**src/adcsf_pkg.sv**
```systemverilog
// Constants and types shared by the converter serial frame controller.
`default_nettype none
package adcsf_pkg;
   // ************************************************************
   // Word layout.
   // ************************************************************
   localparam int ADCSF_DATA_W = 12;
   localparam int ADCSF_WORD_W = 16;
   localparam int ADCSF_CNT_W = 5;
   localparam logic [2:0] ADCSF_LEAD_ZEROS = 3'h0;
   localparam logic ADCSF_PAD_BIT = 1'h0;
   // ************************************************************
   // Serial clock falling-edge milestones within a frame.
   // ************************************************************
   localparam logic [ADCSF_CNT_W-1:0] ADCSF_GLITCH_EDGE = 5'h02;
   localparam logic [ADCSF_CNT_W-1:0] ADCSF_MODE_EDGE = 5'h0A;
   localparam logic [ADCSF_CNT_W-1:0] ADCSF_TRACK_EDGE = 5'h0C;
   localparam logic [ADCSF_CNT_W-1:0] ADCSF_LAST_SHIFT = 5'h0F;
   localparam logic [ADCSF_CNT_W-1:0] ADCSF_LAST_EDGE = 5'h10;
   // ************************************************************
   // Reset values.
   // ************************************************************
   localparam logic [ADCSF_CNT_W-1:0] ADCSF_CNT_RST = 5'h00;
   localparam logic ADCSF_PIN_HIGH_RST = 1'h1;
   localparam logic ADCSF_PIN_LOW_RST = 1'h0;
   localparam logic ADCSF_FLAG_RST = 1'h0;
   localparam logic [ADCSF_WORD_W-1:0] ADCSF_WORD_RST = 16'h0000;
   // ************************************************************
   // Host-side timing, kept for the bench and for reference.
   // ************************************************************
   localparam int ADCSF_CLK_PERIOD_NS = 50;
   localparam int ADCSF_INTER_FRAME_GAP_NS = 50;
   localparam int ADCSF_TRACK_INTERVAL_NS = 350;
   localparam int ADCSF_INTER_FRAME_GAP_CYC =
      (ADCSF_INTER_FRAME_GAP_NS + ADCSF_CLK_PERIOD_NS - 1) / ADCSF_CLK_PERIOD_NS;
   localparam int ADCSF_TRACK_INTERVAL_CYC =
      (ADCSF_TRACK_INTERVAL_NS + ADCSF_CLK_PERIOD_NS - 1) / ADCSF_CLK_PERIOD_NS;
   // ************************************************************
   // Power modes.
   // ************************************************************
   typedef enum logic [1:0] {
      ADCSF_MODE_NORMAL = 2'b00,
      ADCSF_MODE_SHUTDOWN = 2'b01,
      ADCSF_MODE_WAKING = 2'b10
   } adcsf_mode_t;
endpackage
`default_nettype wire

```
**src/adcsf_shift_if.sv**
```systemverilog
// Carrier between the frame controller and its result shifter.
`default_nettype none
interface adcsf_shift_if;
   import adcsf_pkg::*;
   logic load;
   logic shift;
   logic drop;
   logic [ADCSF_WORD_W-1:0] word;
   logic bit_out;
   logic oe;
   modport ctrl (output load, output shift, output drop, output word, input bit_out, input oe);
   modport shifter (input load, input shift, input drop, input word, output bit_out, output oe);
endinterface
`default_nettype wire

```
**src/adcsf_shifter.sv**
```systemverilog
// Result shift register with its output enable.
`default_nettype none
module adcsf_shifter
   import adcsf_pkg::*;
(
   input wire logic clock,
   input wire logic reset_n,
   adcsf_shift_if.shifter sh
);
   logic [ADCSF_WORD_W-1:0] word_ff;
   logic oe_ff;

   always_ff @(posedge clock) begin
      if (!reset_n) begin
         word_ff <= ADCSF_WORD_RST;
      end else if (sh.load) begin
         word_ff <= sh.word;
      end else if (sh.shift) begin
         word_ff <= {word_ff[ADCSF_WORD_W-2:0], ADCSF_PAD_BIT};
      end
   end

   // A drop outranks a load so a frame that ends and restarts in one cycle stays quiet.
   always_ff @(posedge clock) begin
      if (!reset_n) begin
         oe_ff <= ADCSF_FLAG_RST;
      end else if (sh.drop) begin
         oe_ff <= 1'b0;
      end else if (sh.load) begin
         oe_ff <= 1'b1;
      end
   end

   assign sh.bit_out = word_ff[ADCSF_WORD_W-1];
   assign sh.oe = oe_ff;
endmodule
`default_nettype wire

```
**src/adcsf_top.sv**
```systemverilog
// Serial result frame and power mode controller of the converter.
// Contract
// - Frame select falling enters normal mode (waking if in shutdown) and restarts the edge count.
// - Rise between second and tenth falling edge aborts, floats output, enters shutdown.
// - Rise before the second falling edge leaves normal mode unchanged.
// - Rise after tenth, before sixteenth edge: stay normal, abort, float output.
// - Shutdown holds until frame select goes low again.
// - After the sixteenth falling edge the output floats even with select low.
// - Select low in shutdown starts power-up; that first result is a dummy.
// - Wake frame ended before the tenth falling edge returns to shutdown.
// - Wake frame held past tenth edge is powered up after sixteen clocks.
// - Word is three zeros then twelve data bits, most significant first.
// - Bits change on serial clock falling edges; host samples on rising edges.
`default_nettype none
module adcsf_top
   import adcsf_pkg::*;
(
   input wire logic clock,
   input wire logic reset_n,
   input wire logic frame_sel_n,
   input wire logic ser_clk,
   input wire logic [ADCSF_DATA_W-1:0] conv_word,
   output logic serial_result_out,
   output logic serial_result_oe,
   output logic shutdown_mode,
   output logic track_mode,
   output logic powered_up,
   output logic result_dummy
);
   // ************************************************************
   // Pin synchronisers and edge detection.
   // ************************************************************
   logic sel_meta_ff, sel_sync_ff, sel_prev_ff;
   logic sck_meta_ff, sck_sync_ff, sck_prev_ff;
   logic sel_fall, sel_rise, sck_fall, sck_rise;

   always_ff @(posedge clock) begin
      if (!reset_n) begin
         sel_meta_ff <= ADCSF_PIN_HIGH_RST;
         sel_sync_ff <= ADCSF_PIN_HIGH_RST;
         sel_prev_ff <= ADCSF_PIN_HIGH_RST;
      end else begin
         sel_meta_ff <= frame_sel_n;
         sel_sync_ff <= sel_meta_ff;
         sel_prev_ff <= sel_sync_ff;
      end
   end

   always_ff @(posedge clock) begin
      if (!reset_n) begin
         sck_meta_ff <= ADCSF_PIN_LOW_RST;
         sck_sync_ff <= ADCSF_PIN_LOW_RST;
         sck_prev_ff <= ADCSF_PIN_LOW_RST;
      end else begin
         sck_meta_ff <= ser_clk;
         sck_sync_ff <= sck_meta_ff;
         sck_prev_ff <= sck_sync_ff;
      end
   end

   assign sel_fall = sel_prev_ff & ~sel_sync_ff;
   assign sel_rise = ~sel_prev_ff & sel_sync_ff;
   assign sck_fall = sck_prev_ff & ~sck_sync_ff;
   assign sck_rise = ~sck_prev_ff & sck_sync_ff;

   // ************************************************************
   // Frame tracking and falling-edge count.
   // ************************************************************
   logic frame_ff;
   logic [ADCSF_CNT_W-1:0] fall_cnt_ff;
   logic frame_fall;
   adcsf_mode_t mode_ff;

   // Edges seen while select is high never count.
   assign frame_fall = frame_ff & sck_fall & ~sel_rise;

   always_ff @(posedge clock) begin
      if (!reset_n) begin
         frame_ff <= ADCSF_FLAG_RST;
      end else if (sel_fall) begin
         frame_ff <= 1'b1;
      end else if (sel_rise) begin
         frame_ff <= 1'b0;
      end
   end

   // The count saturates so a select held low after the word cannot wrap it.
   always_ff @(posedge clock) begin
      if (!reset_n) begin
         fall_cnt_ff <= ADCSF_CNT_RST;
      end else if (sel_fall || sel_rise) begin
         fall_cnt_ff <= ADCSF_CNT_RST;
      end else if (frame_fall && fall_cnt_ff != ADCSF_LAST_EDGE) begin
         fall_cnt_ff <= fall_cnt_ff + 5'h01;
      end
   end

   function automatic logic in_shutdown_band(input logic [ADCSF_CNT_W-1:0] cnt);
      in_shutdown_band = (cnt >= ADCSF_GLITCH_EDGE) && (cnt < ADCSF_MODE_EDGE);
   endfunction

   // ************************************************************
   // Power mode.
   // ************************************************************
   always_ff @(posedge clock) begin
      if (!reset_n) begin
         mode_ff <= ADCSF_MODE_NORMAL;
      end else if (sel_fall) begin
         if (mode_ff == ADCSF_MODE_SHUTDOWN) begin
            mode_ff <= ADCSF_MODE_WAKING;
         end else begin
            mode_ff <= ADCSF_MODE_NORMAL;
         end
      end else if (sel_rise && frame_ff) begin
         unique case (mode_ff)
            ADCSF_MODE_NORMAL: begin
               if (in_shutdown_band(fall_cnt_ff)) begin
                  mode_ff <= ADCSF_MODE_SHUTDOWN;
               end
            end
            ADCSF_MODE_WAKING: begin
               if (fall_cnt_ff < ADCSF_MODE_EDGE) begin
                  mode_ff <= ADCSF_MODE_SHUTDOWN;
               end else begin
                  mode_ff <= ADCSF_MODE_NORMAL;
               end
            end
            ADCSF_MODE_SHUTDOWN: begin
               mode_ff <= ADCSF_MODE_SHUTDOWN;
            end
            default: begin
               mode_ff <= ADCSF_MODE_NORMAL;
            end
         endcase
      end else if (frame_fall && fall_cnt_ff == ADCSF_LAST_SHIFT && mode_ff == ADCSF_MODE_WAKING) begin
         mode_ff <= ADCSF_MODE_NORMAL;
      end
   end

   // Power is lost in shutdown; it returns only at the end of a full frame.
   always_ff @(posedge clock) begin
      if (!reset_n) begin
         powered_up <= ADCSF_FLAG_RST;
      end else if (mode_ff == ADCSF_MODE_SHUTDOWN) begin
         powered_up <= 1'b0;
      end else if (frame_fall && fall_cnt_ff == ADCSF_LAST_SHIFT) begin
         powered_up <= 1'b1;
      end
   end

   // The first frame after reset or wake-up converts while still powering up.
   always_ff @(posedge clock) begin
      if (!reset_n) begin
         result_dummy <= ADCSF_FLAG_RST;
      end else if (sel_fall) begin
         result_dummy <= ~powered_up | (mode_ff == ADCSF_MODE_SHUTDOWN);
      end
   end

   always_ff @(posedge clock) begin
      if (!reset_n) begin
         shutdown_mode <= ADCSF_FLAG_RST;
      end else begin
         shutdown_mode <= (mode_ff == ADCSF_MODE_SHUTDOWN);
      end
   end

   // The sampler returns to tracking on the thirteenth rising edge.
   always_ff @(posedge clock) begin
      if (!reset_n) begin
         track_mode <= ADCSF_PIN_HIGH_RST;
      end else if (sel_fall) begin
         track_mode <= 1'b0;
      end else if (frame_ff && sck_rise && fall_cnt_ff == ADCSF_TRACK_EDGE) begin
         track_mode <= 1'b1;
      end else if (sel_rise) begin
         track_mode <= 1'b1;
      end
   end

   // ************************************************************
   // Result shifter.
   // ************************************************************
   adcsf_shift_if sh_if ();

   assign sh_if.load = sel_fall;
   assign sh_if.word = {ADCSF_LEAD_ZEROS, conv_word, ADCSF_PAD_BIT};
   assign sh_if.shift = frame_fall && (fall_cnt_ff < ADCSF_LAST_SHIFT);
   assign sh_if.drop = sel_rise || (frame_fall && fall_cnt_ff == ADCSF_LAST_SHIFT);

   adcsf_shifter u_shifter (
      .clock(clock),
      .reset_n(reset_n),
      .sh(sh_if.shifter)
   );

   assign serial_result_out = sh_if.bit_out;
   assign serial_result_oe = sh_if.oe;
endmodule
`default_nettype wire

```
**config.mk**
```make
export PLATFORM = sky130hd
export DESIGN_NAME = adcsf_top
export DESIGN_NICKNAME = d
export VERILOG_FILES = /design/src/adcsf_pkg.sv /design/src/adcsf_shift_if.sv /design/src/adcsf_shifter.sv /design/src/adcsf_top.sv
export SDC_FILE = /design/constraint.sdc
export NUM_CORES = 1
export LEC_CHECK = 0
export BUFFER_PORTS_ARGS = -buffer_cell sky130_fd_sc_hd__buf_2
export CAP_MARGIN = 40
export CELL_PAD_IN_SITES_DETAIL_PLACEMENT = 0
export CELL_PAD_IN_SITES_GLOBAL_PLACEMENT = 1
export CORE_ASPECT_RATIO = 0.75
export CORE_UTILIZATION = 42
export DETAILED_ROUTE_END_ITERATION = 12
export GPL_TIMING_DRIVEN = 0
export PLACE_DENSITY_LB_ADDON = 0.1
export SETUP_SLACK_MARGIN = 0.1
export SYNTH_ARGS = -nofsm -noshare
export SYNTH_HDL_FRONTEND = slang
export SYNTH_SLANG_ARGS = --single-unit
```
**constraint.sdc**
```tcl
create_clock -name clock -period 2 [get_ports clock]
set_input_delay 0.1 -clock clock [delete_from_list [all_inputs] [get_ports clock]]
set_output_delay 0.1 -clock clock [all_outputs]
set_load 0.02 [all_outputs]
```
==> flow_metrics.tcl <==
set metrics [dict create \
    dp.final_hpwl_um 2630 \
    ios 22 \
    fin_nets 227 \
    routed_wl_um 3740 \
    gp_congestion 0.798 \
    design.core.area_mm2 0.00340 \
    drt-wirelength-per-cell_um 14.6 \
    fin_crit_ns 1.74 \
    status "completed" \
    via_per_inst 5.46 \
    diodes 0 \
    synth.yosys.warnings 0 \
    whs_ns 0.0242 \
    crit_path_start_kind "register" \
    p_leak_nw 0.692 \
    cts_tree "done" \
    clockRootBuffer "clkbuf_8" \
    setup_viol 0 \
    first_pass_iters 4 \
    synth_top_area_frac 0.440 \
    clk_pin_slew_ns 0.07 \
    finalMaxSlewViolations 0 \
    cts_buffers 5 \
    grt_start_max_net_pins 11 \
    required_ns 2.15 \
    layout_commonest_cell "dfxtp_1" \
    hold_class "in -> reg" \
    drc 0 \
    yosysSeqAreaShare 0.440 \
    rsz0062_at_grt "no" \
    grt_pass1_wl_um 5920 \
    clk_path_buf_depth 2 \
    relSlewSlack 0.640 \
    netlist_instances 176 \
    finalHoldViolCount 0 \
    cts_sinks 34 \
    vias 1397 \
    timing.fmax_ghz 0.573 \
    crit_path_end_kind "register" \
    arrival_ns 1.89 \
    p_comb_frac 0.068 \
    critPathMaxFanout 9 \
    port_buffers 21 \
    synthTopCellsByArea "dfxtp_1 (44%), o21ai_0 (10%), a21oi_1 (7.1%)" \
    post-cts-setup-buffers 0 \
    synth.avg_cell_area_um2 8.78 \
    grt_pass1_vias 1236 \
    fin_crit_sh 0.872 \
    p_sw_frac 0.225 \
    intPower_mw 1.01 \
    synth.distinct_cells 34 \
    grt_util_all_layers 0.203 \
    skew_ns 0.00429 \
    power.density_mw_per_mm2 722 \
    start_util 0.454 \
    drv_cap 0 \
    fp.dieW_um 72.0 \
    fin_area_mm2 0.00181 \
    ys_ff_latch 34 \
    async_flop_share 0 \
    ys.flop_type "dfxtp_1" \
    max-vdd-ir-drop_v 0.000747 \
    mostFrequentLayoutCells "dfxtp_1 (34), o21ai_0 (31), buf_2 (26)" \
    htreeDepth 2 \
    p_seq_frac 0.541 \
    insertion_delay_ns 0.28 \
    ant_nets 0 \
    dieArea_mm2 0.00393 \
    fill_cells 334 \
    chipHeight_um 54.5 \
    drt_iter0_markers 73 \
    gr-total-overflow 0 \
    worst_pin_slew_ns 0.533 \
    setup.worst_path.class "reg -> reg" \
    p_clk_frac 0.390 \
    rows 18 \
    drive_gt1_frac 0.189 \
    synth_area_mm2 0.00155 \
    antenna_found_initial 0 \
    p_sw_uw 295 \
    area_delta_synth_final_pct 17.4 \
    syn_nets 198 \
    finalSetupTns_ns 0 \
    synth_edf_count 0 \
    place_area_mm2 0.00171 \
    synth_area_leader_cell "dfxtp_1" \
]
## Yosys cell counts, types with 2 or more instances
| library cell | number |
|---|---|
| or3_1 | 2 |
| a31oi_1 | 12 |
| inv_1 | 10 |
| ha_1 | 6 |
| nand3_1 | 7 |
| or4_1 | 2 |
| nand2_1 | 6 |
| buf_2 | 5 |
| clkbuf_1 | 5 |
| o211ai_1 | 3 |
| a21oi_1 | 22 |
| o21ai_0 | 31 |
| and2_1 | 3 |
| nor2_1 | 6 |
| nand2b_1 | 3 |
| dfxtp_1 | 34 |
| o311ai_0 | 2 |
## power groups by stage
stage / registers [mW] / logic (mW) / clock network, mW
finish: 0.709 / 0.0897 / 0.511
global route: 0.711 / 0.0991 / 0.556
CTS: 0.709 / 0.0894 / 0.531
detailed placement: 0.724 / 0.0877 / 0
global placement: 0.723 / 0.0851 / 0
floorplan: 0.726 / 0.0506 / 0
## routing by layer
metal  track usage  wire length, µm
met5             0                0
met4        0.0654                4
met3        0.0552              218
met2         0.299             1630
met1         0.288             1890
## what timing repair did
| action | CTS | global route |
|---|---|---|
| hold buffers | 1 | 0 |
| resized for setup | 0 | 0 |
| endpoints found under the hold margin | 1 | 0 |
## stage by stage
stage	worst slack, ns	cells	power [mW]	util
2_1_floorplan	0.507	176	0.777	-
3_3_place_gp	0.317	247	0.808	0.504
3_5_place_dp	0.273	247	0.811	0.504
4_1_cts	0.258	256	1.33	0.533
5_1_grt	0.159	256	1.37	0.533
6_report	0.255	256	1.31	0.533
## sequential cells by signal, summed over array words and instances, names as in the netlist
name	flops
sck_meta_ff	1
shutdown_mode	1
track_mode	1
sel_sync_ff	1
sck_prev_ff	1
mode_ff	2
powered_up	1
sel_prev_ff	1
frame_ff	1
sck_sync_ff	1
u_shifter.word_ff	15
fall_cnt_ff	5
u_shifter.sh.oe	1
sel_meta_ff	1
result_dummy	1
## worst paths after layout
check	start	to	slack, ns	cells after the start
worst max register to register	fall_cnt_ff[1]$_SDFFE_PP0P_	mode_ff[1]$_SDFFE_PN0P_	0.26	6
worst max-delay path	fall_cnt_ff[1]$_SDFFE_PP0P_	mode_ff[1]$_SDFFE_PN0P_	0.26	6
worst min register to register	sel_meta_ff$_SDFF_PN1_	sel_sync_ff$_SDFF_PN1_	0.42	1
worst min-delay path	ser_clk	sck_meta_ff$_SDFF_PN0_	0.02	2
## worst max-delay path: stages, from the launching register on
cell      delay (ns)
dfxtp_1         0.51
ha_1            0.23
and3_1          0.16
ha_1            0.25
inv_1           0.06
o311ai_0        0.30
a21oi_1         0.12
## cells by family (layout without fill, tap and decap cells)
group,after synthesis,in the layout,share of synthesized area
multiplexers,1,1,0.00648
AND/OR/NAND/NOR,35,35,0.143
buffers and inverters,23,53,0.0672
flip-flops,34,34,0.440
adder cells (fa/ha/maj),6,6,0.0486
AO/OA/AOI/OAI,77,77,0.294
## final cells by class
| cell class | count | area (µm²) | area share |
|---|---|---|---|
| repair buffers | 22 | 115 | 0.0634 |
| inverters | 10 | 37.5 | 0.0207 |
| multi-input cells | 119 | 761 | 0.419 |
| flip-flops and latches | 34 | 681 | 0.375 |
| clock buffers | 7 | 86.3 | 0.0476 |
| clock inverters | 1 | 5.00 | 0.00276 |
| well taps | 50 | 62.6 | 0.0345 |
| plain buffers | 13 | 66.3 | 0.0366 |
(Power assumes the default switching activity.)
